**config.mk**
```make
export PLATFORM = sky130hd
export DESIGN_NAME = dat_timer_top
export DESIGN_NICKNAME = d
export VERILOG_FILES = /design/src/hw/dat_pkg.sv /design/src/hw/dat_trip_if.sv /design/src/hw/dat_trip.sv /design/src/hw/dat_timer_top.sv
export SDC_FILE = /design/constraint.sdc
export NUM_CORES = 1
export LEC_CHECK = 0
export BUFFER_PORTS_ARGS = -buffer_cell sky130_fd_sc_hd__clkbuf_2
export CAP_MARGIN = 40
export CORE_MARGIN = 10
export CORE_UTILIZATION = 40
export CTS_BUF_LIST = sky130_fd_sc_hd__clkbuf_4
export CTS_CLUSTER_DIAMETER = 30
export DETAILED_ROUTE_END_ITERATION = 7
export GPL_TIMING_DRIVEN = 0
export SLEW_MARGIN = 20
export SYNTH_ARGS = -nofsm -noshare
export SYNTH_HDL_FRONTEND = slang
export SYNTH_SLANG_ARGS = --single-unit
```
**constraint.sdc**
```tcl
create_clock -name mclk_i -period 7.4 [get_ports mclk_i]
set_clock_uncertainty 0.1 [all_clocks]
set_input_delay 0 -clock mclk_i [delete_from_list [all_inputs] [get_ports mclk_i]]
set_output_delay 0 -clock mclk_i [all_outputs]
set_load 0.005 [all_outputs]
```
**src/hw/dat_pkg.sv**
```systemverilog
// Purpose: shared constants for the dual autoreload timer trip and status block
// Assumes: byte addresses on a 32-bit Avalon-MM slave, one register per aligned word
// Notes: all offsets, field positions, the trip enable and counter reset values, and timing counts live here
package dat_pkg;
  // bus geometry
  localparam int ADDR_W = 8;
  localparam int DATA_W = 32;
  // register byte offsets
  localparam logic [ADDR_W-1:0] CS_OFS = 8'h00;
  localparam logic [ADDR_W-1:0] CNT_LO_OFS = 8'h04;
  localparam logic [ADDR_W-1:0] CNT_HI_OFS = 8'h08;
  localparam logic [ADDR_W-1:0] TC_OFS = 8'h0c;
  localparam logic [ADDR_W-1:0] TE_OFS = 8'h10;
  localparam logic [ADDR_W-1:0] RL1_OFS = 8'h14;
  localparam logic [ADDR_W-1:0] RL2_OFS = 8'h18;
  localparam logic [ADDR_W-1:0] PC_OFS = 8'h1c;
  localparam logic [ADDR_W-1:0] DUTY0_OFS = 8'h20;
  localparam logic [ADDR_W-1:0] DUTY_STEP = 8'h04;
  localparam logic [ADDR_W-1:0] CAP_LO_OFS = 8'h30;
  localparam logic [ADDR_W-1:0] CAP_HI_OFS = 8'h34;
  localparam logic [ADDR_W-1:0] CMP_OFS = 8'h38;
  // timer_ctrl_status fields
  localparam int CS_CAP_FLAG = 6;
  localparam int CS_CAP_IE = 5;
  localparam int CS_CLK_LSB = 3;
  localparam int CS_WRAP_FLAG = 2;
  localparam int CS_WRAP_IE = 1;
  localparam int CS_CMP_IE = 0;
  // trip_control_reg fields
  localparam int TC_SRC = 7;
  localparam int TC_POL = 6;
  localparam int TC_ACT = 5;
  localparam int TC_FEN = 4;
  // trip_enable_reg fields and reset
  localparam int TE_EN1 = 0;
  localparam int TE_EN2 = 1;
  localparam logic [1:0] TE_RESET = 2'h3;
  // pulse_control_reg fields
  localparam int PC_W = 9;
  localparam int PC_OE_LSB = 0;
  localparam int PC_INV_LSB = 4;
  localparam int PC_DUAL = 8;
  // counters and channels
  localparam int CNT_W = 12;
  localparam int NCH = 4;
  localparam logic [CNT_W-1:0] CNT_MAX = 12'hfff;
  localparam logic [CNT_W-1:0] CNT_RESET = 12'h000;
  // counter clock select codes
  typedef enum logic [1:0] {
    CLK_OFF = 2'b00,
    CLK_TIMEBASE = 2'b01,
    CLK_CPU = 2'b10,
    CLK_FAST = 2'b11
  } dat_clk_sel_type;
  // timing
  localparam int CLK_PERIOD_NS = 100;
  localparam int TB_PERIOD_NS = 1000000;
  localparam int TB_CYCLES = (TB_PERIOD_NS + CLK_PERIOD_NS - 1) / CLK_PERIOD_NS;
endpackage

```
**src/hw/dat_trip_if.sv**
```systemverilog
// Purpose: carrier between the timer top and the trip latch
// Assumes: one clock domain, all signals sampled on mclk_i
// Notes: the top drives configuration and software strobes, the latch answers with active
`timescale 1ns/100ps
`default_nettype none
interface dat_trip_if;
  logic pin;
  logic comparator;
  logic source_sel;
  logic polarity;
  logic fn_en;
  logic sw_set;
  logic sw_clear;
  logic active;
  modport ctl (output pin, comparator, source_sel, polarity, fn_en, sw_set, sw_clear,
               input active);
  modport trip (input pin, comparator, source_sel, polarity, fn_en, sw_set, sw_clear,
                output active);
endinterface
`default_nettype wire

```
**src/hw/dat_trip.sv**
```systemverilog
// Purpose: trip source selection, level qualification and the sticky active latch
// Assumes: trip pin and comparator are synchronous to mclk_i
// Notes: a hardware trip in the same cycle as a software clear keeps the latch set
`timescale 1ns/100ps
`default_nettype none
module dat_trip (
  // clock and reset
  input wire logic mclk_i,
  input wire logic rst_i,
  // link to the timer top
  dat_trip_if.trip tr
);
  logic active_q;
  logic active_d;
  logic trigger;
  logic hw_set;

  // pick the source, compare with the programmed level, then latch
  always_comb begin
    trigger = ((tr.source_sel ? tr.comparator : tr.pin) == tr.polarity);
    hw_set = tr.fn_en & trigger;
    active_d = active_q & ~tr.sw_clear;
    if (hw_set || (tr.fn_en && tr.sw_set)) begin
      active_d = 1'b1;
    end
  end

  always_ff @(posedge mclk_i) begin
    if (rst_i) begin
      active_q <= 1'b0;
    end else begin
      active_q <= active_d;
    end
  end

  assign tr.active = active_q;
endmodule // dat_trip
`default_nettype wire

```
**src/hw/dat_timer_top.sv**
```systemverilog
// Purpose: dual 12-bit autoreload timer with trip shutdown and control/status register
// Assumes: all inputs synchronous to mclk_i; 8-bit registers sit in the low bits of a word
// Notes: the fast counter clock cannot exceed mclk_i here, so it steps once per cycle
// Operation
// trip comes from the pin or the comparator, chosen by the source select bit
// software enables the trip function; while disabled no trip activates
// the trip level is set by the polarity bit
// seeing the active level sets the trip active flag and enters trip state
// a software write of one to the active flag trips exactly like hardware
// dual mode: counter two enable governs channels two and three, counter one the rest
// single mode: counter one enable alone governs every channel
// tripped enabled outputs take the pattern bits, after the output inverter
// a trip clears the first counter when its enable is set
// a trip clears the second counter when its enable is set
// a trip resets reloads and duty values and stops both counters
// software clearing the active flag returns outputs to the timer
// capture flag set on capture, cleared by reading capture bytes, writes ignored
// capture irq enable gates the capture request
// clock select: off, 1 ms timebase, cpu clock, fast clock; cleared at reset
// wrap flag set on FFFh to reload, cleared by reading control/status
// wrap irq enable is read/write, reset clear, gates the wrap request
// compare irq enable masks the request raised by any compare flag
// first counter runs once a clock is chosen; read as low then high byte
// on wrap the first counter restarts from its reload value
// trip active stays set until software writes zero
// counter high byte gives bits 11..8, upper nibble zero, writes ignored
//
// Decided for this implementation: the Avalon-MM register port and the address map.
`timescale 1ns/100ps
`default_nettype none
module dat_timer_top #(
  parameter int TB_CYCLES_P = dat_pkg::TB_CYCLES
) (
  // clock and reset
  input wire logic mclk_i,
  input wire logic rst_i,
  // avalon-mm slave
  input wire logic [dat_pkg::ADDR_W-1:0] avs_address_i,
  input wire logic avs_read_i,
  input wire logic avs_write_i,
  input wire logic [3:0] avs_byteenable_i,
  input wire logic [dat_pkg::DATA_W-1:0] avs_writedata_i,
  output logic [dat_pkg::DATA_W-1:0] avs_readdata_o,
  output logic avs_waitrequest_o,
  // trip sources and capture input
  input wire logic trip_pin_i,
  input wire logic comparator_i,
  input wire logic capture_i,
  // pulse outputs to the power stage
  output logic [dat_pkg::NCH-1:0] pulse_output_o,
  output logic [dat_pkg::NCH-1:0] pulse_output_en_o,
  // interrupt requests and trip state
  output logic capture_irq_o,
  output logic wrap_irq_o,
  output logic compare_irq_o,
  output logic trip_active_o
);
  import dat_pkg::*;

  localparam int TBW = $clog2(TB_CYCLES_P + 1);
  typedef enum logic {BUS_IDLE, BUS_ACK} dat_bus_type;

  dat_bus_type bus_q, bus_d;
  logic wait_q, wait_d;
  logic [DATA_W-1:0] rdata_q, rdata_d;
  logic cap_flag_q, cap_flag_d, cap_ie_q, cap_ie_d;
  dat_clk_sel_type clk_sel_q, clk_sel_d;
  logic wrap_flag_q, wrap_flag_d, wrap_ie_q, wrap_ie_d, cmp_ie_q, cmp_ie_d;
  logic src_q, src_d, pol_q, pol_d, fen_q, fen_d;
  logic [NCH-1:0] pattern_q, pattern_d;
  logic [1:0] te_q, te_d;
  logic [PC_W-1:0] pc_q, pc_d;
  logic [CNT_W-1:0] reload1_q, reload1_d, reload2_q, reload2_d;
  logic [CNT_W-1:0] cnt1_q, cnt1_d, cnt2_q, cnt2_d, cap_val_q, cap_val_d;
  logic [CNT_W-1:0] duty_pre_q [NCH];
  logic [CNT_W-1:0] duty_pre_d [NCH];
  logic [CNT_W-1:0] duty_act_q [NCH];
  logic [CNT_W-1:0] duty_act_d [NCH];
  logic [NCH-1:0] cmp_flag_q, cmp_flag_d, out_q, out_d, oe_q, oe_d;
  logic [TBW-1:0] tb_cnt_q, tb_cnt_d;
  logic cap_in_q;
  logic cap_irq_q, cap_irq_d, wrap_irq_q, wrap_irq_d, cmp_irq_q, cmp_irq_d;
  logic acc, wr_acc, rd_acc, tick, run, run2, wrap1, wrap2, dual, cap_rise;

  dat_trip_if tr ();

  // address decode, shared by the read mux and every write strobe
  function automatic logic hit(input logic [ADDR_W-1:0] a, input logic [ADDR_W-1:0] ofs);
    return a == ofs;
  endfunction

  // merge write data into a 16-bit field honouring the two low byte lanes
  function automatic logic [15:0] merge16(input logic [15:0] old, input logic [15:0] wd,
                                          input logic [1:0] be);
    return {be[1] ? wd[15:8] : old[15:8], be[0] ? wd[7:0] : old[7:0]};
  endfunction

  // channel counter: upper pair follow counter two only in dual mode
  function automatic logic [CNT_W-1:0] ch_cnt(input int i, input logic dm,
                                              input logic [CNT_W-1:0] c1,
                                              input logic [CNT_W-1:0] c2);
    return (dm && i >= 2) ? c2 : c1;
  endfunction

  // trip latch configuration and software strobes
  assign tr.pin = trip_pin_i;
  assign tr.comparator = comparator_i;
  assign tr.source_sel = src_q;
  assign tr.polarity = pol_q;
  assign tr.fn_en = fen_q;
  assign tr.sw_set = wr_acc & hit(avs_address_i, TC_OFS) & avs_byteenable_i[0]
                     & avs_writedata_i[TC_ACT];
  assign tr.sw_clear = wr_acc & hit(avs_address_i, TC_OFS) & avs_byteenable_i[0]
                       & ~avs_writedata_i[TC_ACT];

  dat_trip u_trip (
    .mclk_i (mclk_i),
    .rst_i (rst_i),
    .tr (tr.trip)
  );

  // bus handshake: one wait cycle, then the transfer is accepted
  always_comb begin
    acc = (bus_q == BUS_ACK);
    wr_acc = acc & avs_write_i;
    rd_acc = acc & avs_read_i;
    bus_d = bus_q;
    wait_d = 1'b1;
    case (bus_q)
      BUS_IDLE: begin
        if (avs_read_i || avs_write_i) begin
          bus_d = BUS_ACK;
          wait_d = 1'b0;
        end
      end
      BUS_ACK: bus_d = BUS_IDLE;
      default: bus_d = BUS_IDLE;
    endcase
  end

  // read mux, sampled in the wait cycle so data stand at the accept edge
  always_comb begin
    rdata_d = rdata_q;
    if (bus_q == BUS_IDLE && avs_read_i) begin
      rdata_d = '0;
      case (avs_address_i)
        CS_OFS: rdata_d[7:0] = {1'b0, cap_flag_q, cap_ie_q, clk_sel_q, wrap_flag_q,
                                wrap_ie_q, cmp_ie_q};
        CNT_LO_OFS: rdata_d[7:0] = cnt1_q[7:0];
        CNT_HI_OFS: rdata_d[7:0] = {4'h0, cnt1_q[11:8]};
        TC_OFS: rdata_d[7:0] = {src_q, pol_q, tr.active, fen_q, pattern_q};
        TE_OFS: rdata_d[1:0] = te_q;
        RL1_OFS: rdata_d[CNT_W-1:0] = reload1_q;
        RL2_OFS: rdata_d[CNT_W-1:0] = reload2_q;
        PC_OFS: rdata_d[PC_W-1:0] = pc_q;
        CAP_LO_OFS: rdata_d[7:0] = cap_val_q[7:0];
        CAP_HI_OFS: rdata_d[7:0] = {4'h0, cap_val_q[11:8]};
        CMP_OFS: rdata_d[NCH-1:0] = cmp_flag_q;
        default: rdata_d = '0; // unmapped reads return zero
      endcase
      for (int i = 0; i < NCH; i++) begin
        if (hit(avs_address_i, DUTY0_OFS + ADDR_W'(i) * DUTY_STEP)) begin
          rdata_d[CNT_W-1:0] = duty_pre_q[i];
        end
      end
    end
  end

  // configuration registers written by software
  always_comb begin
    cap_ie_d = cap_ie_q;
    clk_sel_d = clk_sel_q;
    wrap_ie_d = wrap_ie_q;
    cmp_ie_d = cmp_ie_q;
    src_d = src_q;
    pol_d = pol_q;
    fen_d = fen_q;
    pattern_d = pattern_q;
    te_d = te_q;
    pc_d = pc_q;
    if (wr_acc && avs_byteenable_i[0]) begin
      if (hit(avs_address_i, CS_OFS)) begin
        cap_ie_d = avs_writedata_i[CS_CAP_IE];
        clk_sel_d = dat_clk_sel_type'(avs_writedata_i[CS_CLK_LSB +: 2]);
        wrap_ie_d = avs_writedata_i[CS_WRAP_IE];
        cmp_ie_d = avs_writedata_i[CS_CMP_IE];
      end
      if (hit(avs_address_i, TC_OFS)) begin
        src_d = avs_writedata_i[TC_SRC];
        pol_d = avs_writedata_i[TC_POL];
        fen_d = avs_writedata_i[TC_FEN];
        pattern_d = avs_writedata_i[NCH-1:0];
      end
      if (hit(avs_address_i, TE_OFS)) begin
        te_d = avs_writedata_i[1:0];
      end
    end
    if (wr_acc && hit(avs_address_i, PC_OFS)) begin
      pc_d = PC_W'(merge16({{(16 - PC_W){1'b0}}, pc_q}, avs_writedata_i[15:0],
                           avs_byteenable_i[1:0]));
    end
  end

  // counter datapath: clock select, wrap, capture, compare, trip override
  always_comb begin
    dual = pc_q[PC_DUAL];
    tb_cnt_d = (tb_cnt_q == TBW'(TB_CYCLES_P - 1)) ? '0 : tb_cnt_q + TBW'(1);
    case (clk_sel_q)
      CLK_OFF: tick = 1'b0;
      CLK_TIMEBASE: tick = (tb_cnt_q == TBW'(TB_CYCLES_P - 1));
      CLK_CPU: tick = 1'b1;
      CLK_FAST: tick = 1'b1;
      default: tick = 1'b0;
    endcase
    run = tick & ~tr.active;
    run2 = run & dual;
    wrap1 = run & (cnt1_q == CNT_MAX);
    wrap2 = run2 & (cnt2_q == CNT_MAX);
    cap_rise = capture_i & ~cap_in_q;
    reload1_d = reload1_q;
    reload2_d = reload2_q;
    duty_pre_d = duty_pre_q;
    duty_act_d = duty_act_q;
    if (wr_acc && hit(avs_address_i, RL1_OFS)) begin
      reload1_d = CNT_W'(merge16({4'h0, reload1_q}, avs_writedata_i[15:0],
                                 avs_byteenable_i[1:0]));
    end
    if (wr_acc && hit(avs_address_i, RL2_OFS)) begin
      reload2_d = CNT_W'(merge16({4'h0, reload2_q}, avs_writedata_i[15:0],
                                 avs_byteenable_i[1:0]));
    end
    for (int i = 0; i < NCH; i++) begin
      if (wr_acc && hit(avs_address_i, DUTY0_OFS + ADDR_W'(i) * DUTY_STEP)) begin
        duty_pre_d[i] = CNT_W'(merge16({4'h0, duty_pre_q[i]}, avs_writedata_i[15:0],
                                       avs_byteenable_i[1:0]));
      end
      if ((dual && i >= 2) ? wrap2 : wrap1) begin
        duty_act_d[i] = duty_pre_q[i];
      end
    end
    cnt1_d = cnt1_q;
    if (run) begin
      cnt1_d = wrap1 ? reload1_q : cnt1_q + CNT_W'(1);
    end
    cnt2_d = cnt2_q;
    if (run2) begin
      cnt2_d = wrap2 ? reload2_q : cnt2_q + CNT_W'(1);
    end
    // sticky flags: a set in the clearing cycle wins
    wrap_flag_d = wrap_flag_q & ~(rd_acc & hit(avs_address_i, CS_OFS));
    if (wrap1) begin
      wrap_flag_d = 1'b1;
    end
    cap_flag_d = cap_flag_q & ~(rd_acc & (hit(avs_address_i, CAP_LO_OFS)
                                          | hit(avs_address_i, CAP_HI_OFS)));
    cap_val_d = cap_val_q;
    if (cap_rise) begin
      cap_flag_d = 1'b1;
      cap_val_d = cnt1_q;
    end
    cmp_flag_d = cmp_flag_q & ~{NCH{rd_acc & hit(avs_address_i, CMP_OFS)}};
    for (int i = 0; i < NCH; i++) begin
      if (((dual && i >= 2) ? run2 : run) &&
          ch_cnt(i, dual, cnt1_q, cnt2_q) == duty_act_q[i]) begin
        cmp_flag_d[i] = 1'b1;
      end
    end
    // trip state holds reloads, duties and enabled counters at reset value
    if (tr.active) begin
      reload1_d = CNT_RESET;
      reload2_d = CNT_RESET;
      for (int i = 0; i < NCH; i++) begin
        duty_pre_d[i] = CNT_RESET;
        duty_act_d[i] = CNT_RESET;
      end
      if (te_q[TE_EN1]) begin
        cnt1_d = CNT_RESET;
      end
      if (te_q[TE_EN2]) begin
        cnt2_d = CNT_RESET;
      end
    end
  end

  // pulse outputs and gated requests, all registered
  always_comb begin
    for (int i = 0; i < NCH; i++) begin
      logic applied;
      logic level;
      applied = tr.active & ((dual && i >= 2) ? te_q[TE_EN2] : te_q[TE_EN1]);
      level = (ch_cnt(i, dual, cnt1_q, cnt2_q) < duty_act_q[i]) ^ pc_q[PC_INV_LSB + i];
      out_d[i] = pc_q[PC_OE_LSB + i] & (applied ? pattern_q[i] : level);
      oe_d[i] = pc_q[PC_OE_LSB + i];
    end
    cap_irq_d = cap_flag_q & cap_ie_q;
    wrap_irq_d = wrap_flag_q & wrap_ie_q;
    cmp_irq_d = (|cmp_flag_q) & cmp_ie_q;
  end

  always_ff @(posedge mclk_i) begin
    if (rst_i) begin
      bus_q <= BUS_IDLE;
      wait_q <= 1'b1;
      rdata_q <= '0;
      cap_flag_q <= 1'b0;
      cap_ie_q <= 1'b0;
      clk_sel_q <= CLK_OFF;
      wrap_flag_q <= 1'b0;
      wrap_ie_q <= 1'b0;
      cmp_ie_q <= 1'b0;
      src_q <= 1'b0;
      pol_q <= 1'b0;
      fen_q <= 1'b0;
      pattern_q <= '0;
      te_q <= TE_RESET;
      pc_q <= '0;
      reload1_q <= CNT_RESET;
      reload2_q <= CNT_RESET;
      cnt1_q <= CNT_RESET;
      cnt2_q <= CNT_RESET;
      cap_val_q <= CNT_RESET;
      for (int i = 0; i < NCH; i++) begin
        duty_pre_q[i] <= CNT_RESET;
        duty_act_q[i] <= CNT_RESET;
      end
      cmp_flag_q <= '0;
      out_q <= '0;
      oe_q <= '0;
      tb_cnt_q <= '0;
      cap_in_q <= 1'b0;
      cap_irq_q <= 1'b0;
      wrap_irq_q <= 1'b0;
      cmp_irq_q <= 1'b0;
    end else begin
      bus_q <= bus_d;
      wait_q <= wait_d;
      rdata_q <= rdata_d;
      cap_flag_q <= cap_flag_d;
      cap_ie_q <= cap_ie_d;
      clk_sel_q <= clk_sel_d;
      wrap_flag_q <= wrap_flag_d;
      wrap_ie_q <= wrap_ie_d;
      cmp_ie_q <= cmp_ie_d;
      src_q <= src_d;
      pol_q <= pol_d;
      fen_q <= fen_d;
      pattern_q <= pattern_d;
      te_q <= te_d;
      pc_q <= pc_d;
      reload1_q <= reload1_d;
      reload2_q <= reload2_d;
      cnt1_q <= cnt1_d;
      cnt2_q <= cnt2_d;
      cap_val_q <= cap_val_d;
      duty_pre_q <= duty_pre_d;
      duty_act_q <= duty_act_d;
      cmp_flag_q <= cmp_flag_d;
      out_q <= out_d;
      oe_q <= oe_d;
      tb_cnt_q <= tb_cnt_d;
      cap_in_q <= capture_i;
      cap_irq_q <= cap_irq_d;
      wrap_irq_q <= wrap_irq_d;
      cmp_irq_q <= cmp_irq_d;
    end
  end

  // trip_active_o lags the latch by one cycle to come from a flop
  logic trip_out_q;
  always_ff @(posedge mclk_i) begin
    if (rst_i) begin
      trip_out_q <= 1'b0;
    end else begin
      trip_out_q <= tr.active;
    end
  end

  assign avs_readdata_o = rdata_q;
  assign avs_waitrequest_o = wait_q;
  assign pulse_output_o = out_q;
  assign pulse_output_en_o = oe_q;
  assign capture_irq_o = cap_irq_q;
  assign wrap_irq_o = wrap_irq_q;
  assign compare_irq_o = cmp_irq_q;
  assign trip_active_o = trip_out_q;
endmodule // dat_timer_top
`default_nettype wire

```
* Word-level counts from Yosys, hierarchy flattened
Index checks and enable logic that the tools add are counted.
W data, S select, Z words.
** Storage, ports and cells
- Logic and storage cells :: 195
- Flip-flop bits (word level) :: 227
- Input port bits :: 51
- Output and inout port bits :: 45
** Operators by class
- Add/subtract/negate cells :: 3
- Equality and inequality tests :: 25
- Order comparisons :: 4
- Reductions and logical operators :: 40
- Bitwise gates (word level) :: 41
- Multiplexer cells :: 37
** Operators with widths (count)
- $mux W12 :: 13
- $eq A8 B6 Y1 const B :: 7
- $eq A12 B12 Y1 :: 4
- $lt A12 B12 Y1 :: 4
- $reduce_and A2 Y1 :: 17
- $eq A8 B5 Y1 const B :: 4
- $pmux W4 S7 :: 1
- $and A1 B1 Y1 :: 27
- $add A12 B1 Y12 const B :: 2
- $eq A12 B12 Y1 const B :: 2
- $pmux W2 S11 :: 1
- $pmux W2 S10 :: 1
- $mux W1 :: 17
- $eq A8 B4 Y1 const B :: 2
- $add A14 B1 Y14 const B :: 1
- $eq A14 B14 Y1 const B :: 1
- $logic_and A1 B1 Y1 :: 14
- $eq A8 B3 Y1 const B :: 1
- $logic_not A8 Y1 :: 1
- $reduce_or A2 Y1 :: 4
- $not A1 Y1 :: 7
- $pmux W1 S3 :: 2
- $pmux W3 S2 :: 1
- $and A4 B4 Y4 :: 1
- 10 further kinds :: 15

* Logic depth before layout (Yosys ltp)
- Depth after elaboration :: 10
- Mapped depth :: 10
- Mapped depth without buffers :: 8

* Hierarchy
From an unflattened synthesis, not the netlist that was laid out.
** Second synthesis, totals
- Cell total of the unflattened synthesis :: 1462
- Area total of the unflattened synthesis :: 11777.5 µm²
** Modules (own cells, without submodules)
- dat_timer_top :: area an instance 11711.2 µm², seq. area each 4524.3 µm², cells an instance 1455, times used 1
- dat_trip :: area an instance 66.3 µm², seq. area each 20.0 µm², cells an instance 7, times used 1

* Least setup slack after synthesis
Ideal clock, no wire load.
- Kind :: reg2reg
- Start :: reg pc_q[8]
- End :: reg out_q[2], in the netlist pulse_output_o[2]
- Data required time :: 7.226 ns
- Arrival :: 2.518 ns
- Clock period less this slack :: 2.693 ns
- Path buffers :: 2
- Library setup time :: 0.074 ns
- Cell stages (with the launch flop) :: 10
- Slack :: 4.707 ns
- Path through :: dfxtp_1 -> clkbuf_1 -> buf_1 -> mux2_2 -> ha_1 -> nor2b_1 -> o211ai_1 -> a21boi_0 -> or4_1 -> a31oi_1
** On the way
- Cells in the longest elaborated chain, start to end :: 5
- Elaborated cells between the ends (all ways) :: 7
- Classes of those cells :: 1 x order compare; 3 x mux; 3 x bitwise
** RTL lines
- start: declaration :: line dat_timer_top.sv:72 : logic [PC_W-1:0] pc_q, pc_d;
- start signal: assignment :: line dat_timer_top.sv:349 : pc_q <= pc_d;
- $mux W12 :: line dat_timer_top.sv:102 : return (dm && i >= 2) ? c2 : c1;
- $lt A12 B12 Y1 :: line dat_timer_top.sv:291 : level = (ch_cnt(i, dual, cnt1_q, cnt2_q) < duty_act_q[i]) ^ pc_q[PC_INV_LSB + i];
- $xor A1 B1 Y1 :: line dat_timer_top.sv:291
- $mux W1 * :: line dat_timer_top.sv:292 : out_d[i] = pc_q[PC_OE_LSB + i] & (applied ? pattern_q[i] : level);
- $and A1 B1 Y1 * :: line dat_timer_top.sv:292
- end signal: assignment :: line dat_timer_top.sv:358 : out_q <= out_d;
- end: declaration :: line dat_timer_top.sv:79 : logic [NCH-1:0] cmp_flag_q, cmp_flag_d, out_q, out_d, oe_q, oe_d;
Mark *: on every way between the ends. The rest lies on a longest branch, timed or not.
A chain may end at the register's enable or synchronous reset.

* Final worst setup path
- Start :: reg cnt1_q[6]
- End :: reg duty_act_q[40] (netlist name)
** On the way
- Cells in the longest elaborated chain, start to end :: 2
** RTL lines
- start: declaration :: line dat_timer_top.sv:74 : logic [CNT_W-1:0] cnt1_q, cnt1_d, cnt2_q, cnt2_d, cap_val_q, cap_val_d;
- start signal: assignment :: line dat_timer_top.sv:352 : cnt1_q <= cnt1_d;
- $eq A12 B12 Y1 :: line dat_timer_top.sv:217 : wrap1 = run & (cnt1_q == CNT_MAX);
- $and A1 B1 Y1 :: line dat_timer_top.sv:217
- end signal: assignment :: line dat_timer_top.sv:356 : duty_act_q <= duty_act_d;
- end: declaration :: line dat_timer_top.sv:77 : logic [CNT_W-1:0] duty_act_q [NCH];
Every way passes these cells.

==> reports/qor.txt <==
Initial core utilization -> 0.408
Largest cells by area after synthesis -> dfxtp_1, mux2i_1, ha_1
Max Clk Rate -> 0.293 GHz
WL per Instance -> 23.4 µm
Async S/R FF share, synth -> 0
CTS tree -> done
Die ar. -> 36700 µm²
Gr usage total -> 0.249
H-tree lvl count -> 3
Mean post-synth cell area -> 8.49 µm²
Distinct cell type count after synthesis -> 83
Post-CTS setup repair buffer count -> 0
Initial antenna violation count -> 1
CTS max path bufs -> 3
Final RePlAce weighted congestion -> 1.01
Register area -> 4540 µm²
GRT Residual Overflow -> 0
Synth warn -> 0
Share of layout cells above drive strength 1 -> 0.175
DRC -> 0
Placed insts -> 1839
Die W -> 192 µm
DRT met1 WL -> 20.9 mm
Layout area overhead -> 17.1%
Worst EP arrival -> 3800 ps
CP required -> 7790 ps
Synth top area share -> 0.386
Lkg Pwr -> 5.13 nW
Worst-path fanout max -> 10
Worst-path clk slew -> 60 ps
Worst Tran Pin Value -> 942 ps
Synth area leader -> dfxtp_1
FP Rows -> 62
Crit path time final -> 3410 ps
Port Buffers -> 39
CTS resizes -> 0
WS Path Type -> reg2reg
Top Metal Used -> met4
Dpl hpwl -> 34.8 mm
Status -> complete, no violations
Hold Path Class -> in2reg
Fillers -> 2901
Post-Layout Cell Count -> 1992
Sequential share of the synthesized area -> 0.386
CTS root buf -> clkbuf_4
Multi-input logic area -> 6590 µm²
Peak VDD IR -> 0.000152 V
Vias in the first global route -> 10800
Main synth FF type -> dfxtp_1
Final setup TNS -> 0 ps
DR vias -> 11300
Worst setup EP type -> flip-flop
Power per cell area -> 188 nW/µm²
Core area -> 28900 µm²
EDFF count, synth -> 0
Number of vias per cell -> 5.69
Max cap viols -> 0
Post-synth design cell area -> 11800 µm²
# IOs -> 96
Initial drt markers -> 1190
Relative slew slack -> 0.372
Hold Buf Count CTS -> 33
Final ANT Viol Nets -> 0
Hold Fails Final Rpt -> 0
Fin nets -> 1662
Seq cells post-synth -> 227
Metal3 WL -> 3.77 mm
DR WL met2 -> 20.2 mm
Worst skew pair latency -> 690 ps
Drt total wl -> 46.6 mm
Final Max Tran Viols -> 0
Setup violations, final -> 0
Startpoint Class -> flip-flop
Largest net degree at the start of global routing -> 11
First-pass GRT wire length -> 68.2 mm
Pre-antenna DRT Iters -> 5
Clock sink total -> 227
RSZ-0062 raised after global routing -> no
Total CTS buffers -> 70
Post-Synthesis Cells -> 1388
Tcrit/Tclk final -> 0.461
DIE HEIGHT -> 192 µm
==> placed cells by master (no fill, tap or decap), types with 10 or more instances in the layout <==
cell type      count
dfxtp_1          227
nor2_1           152
nand2_1          143
mux2i_1          109
a21oi_1           99
clkbuf_4          93
o21ai_0           67
clkbuf_1          65
inv_1             57
ha_1              51
nand3_1           50
clkbuf_2          39
dlygate4sd3_1     33
mux2_2            24
buf_4             24
a21oi_2           21
nand2_2           20
conb_1            20
nand4_1           19
clkinv_1          17
nor2b_1           16
nor3_1            16
and3_1            14
a22oi_1           12
o22ai_1           11
buf_2             10
a31oi_1           10
==> per-layer routing <==
layer  track usage  vias up
li1              -     5253
met1         0.339     5433
met2         0.368      538
met3        0.0564      102
met4         0.109        0
met5             0        -
==> cells by family (layout without fill, tap and decap cells) <==
family | count (synthesis) | in the layout | synth area share
xor+xnor | 10 | 10 | 0.00743
buf+inv | 162 | 361 | 0.0616
simple gates | 496 | 496 | 0.209
flops | 227 | 227 | 0.386
other cells | 1 | 22 | 0.000318
fa+ha+maj | 51 | 51 | 0.0542
mux | 133 | 133 | 0.116
compound gates | 308 | 308 | 0.167
==> final cells by class <==
class                           count  area share
Antenna cell                        2    0.000363
Clock buffer                       93      0.0506
Buffer                            104      0.0368
Inverter                           58      0.0158
Clock inverter                     25      0.0102
Tap cell                          384      0.0348
Sequential cell                   227       0.329
Multi-Input combinational cell   1018       0.477
Timing Repair Buffer               81      0.0448
==> critical path, cell delays in order, from the launching register on <==
cell and delay (ps):
dfxtp_1 580, clkbuf_1 520, nand3_1 410, nor3_2 590, o21ai_1 280, buf_4 260, clkbuf_1 280, nand2_1 170
a21oi_2 60
==> Yosys cell counts, drive strengths merged (7+ instances only) <==
cell    instances
mux2i         109
mux2           24
nand2         164
nand3          50
o22ai          12
a21o            8
nor3           21
a22oi          12
a21oi         121
nor4           10
o21ai          74
nor2b          16
dfxtp         227
nand4          19
inv            57
and3           14
o211ai          9
nor2          160
a31oi          10
a211oi         11
clkbuf         65
buf            39
ha             51
xor2            7
==> stage by stage <==
step	worst slack [ps]	utilization	hold WS [ps]	total power, W	area [µm²]
finish	3990	0.478	102	0.00259	13800
global route	3920	0.478	75.9	0.00269	13800
CTS	4050	0.478	35.9	0.00261	13800
detailed placement	4080	0.437	149	0.00140	12600
global placement	4030	0.434	148	0.00140	12500
floorplan	4710	-	28.2	0.00133	11900
==> where the power goes <==
group          total (W)  switching, W  internal [W]
clock network    0.00120      0.000574      0.000621
registers        0.00123    0.00000426       0.00123
logic           0.000160      0.000111     0.0000487
==> flip-flops by register name (all words and copies together), names as in the netlist, 9 cells and up <==
signal	cells
duty_act_q	48
reload1_q	12
reload2_q	12
avs_readdata_o	12
duty_pre_q	48
cnt2_q	12
cap_val_q	12
cnt1_q	12
tb_cnt_q	14
pc_q	9
==> path summary, 6_finish.rpt <==
| path | cells after the start | slack [ps] | startpoint | to |
|---|---|---|---|---|
| worst min register to register | 1 | 350 | tb_cnt_q[0] | tb_cnt_q[0] |
| worst max-delay path | 8 | 3990 | cnt1_q[6] | duty_act_q[40] |
| worst max register to register | 8 | 3990 | cnt1_q[6] | duty_act_q[40] |
| worst min-delay path | 4 | 100 | avs_address_i[1] | avs_readdata_o[7] |
Power figures use the tool's default switching activity.
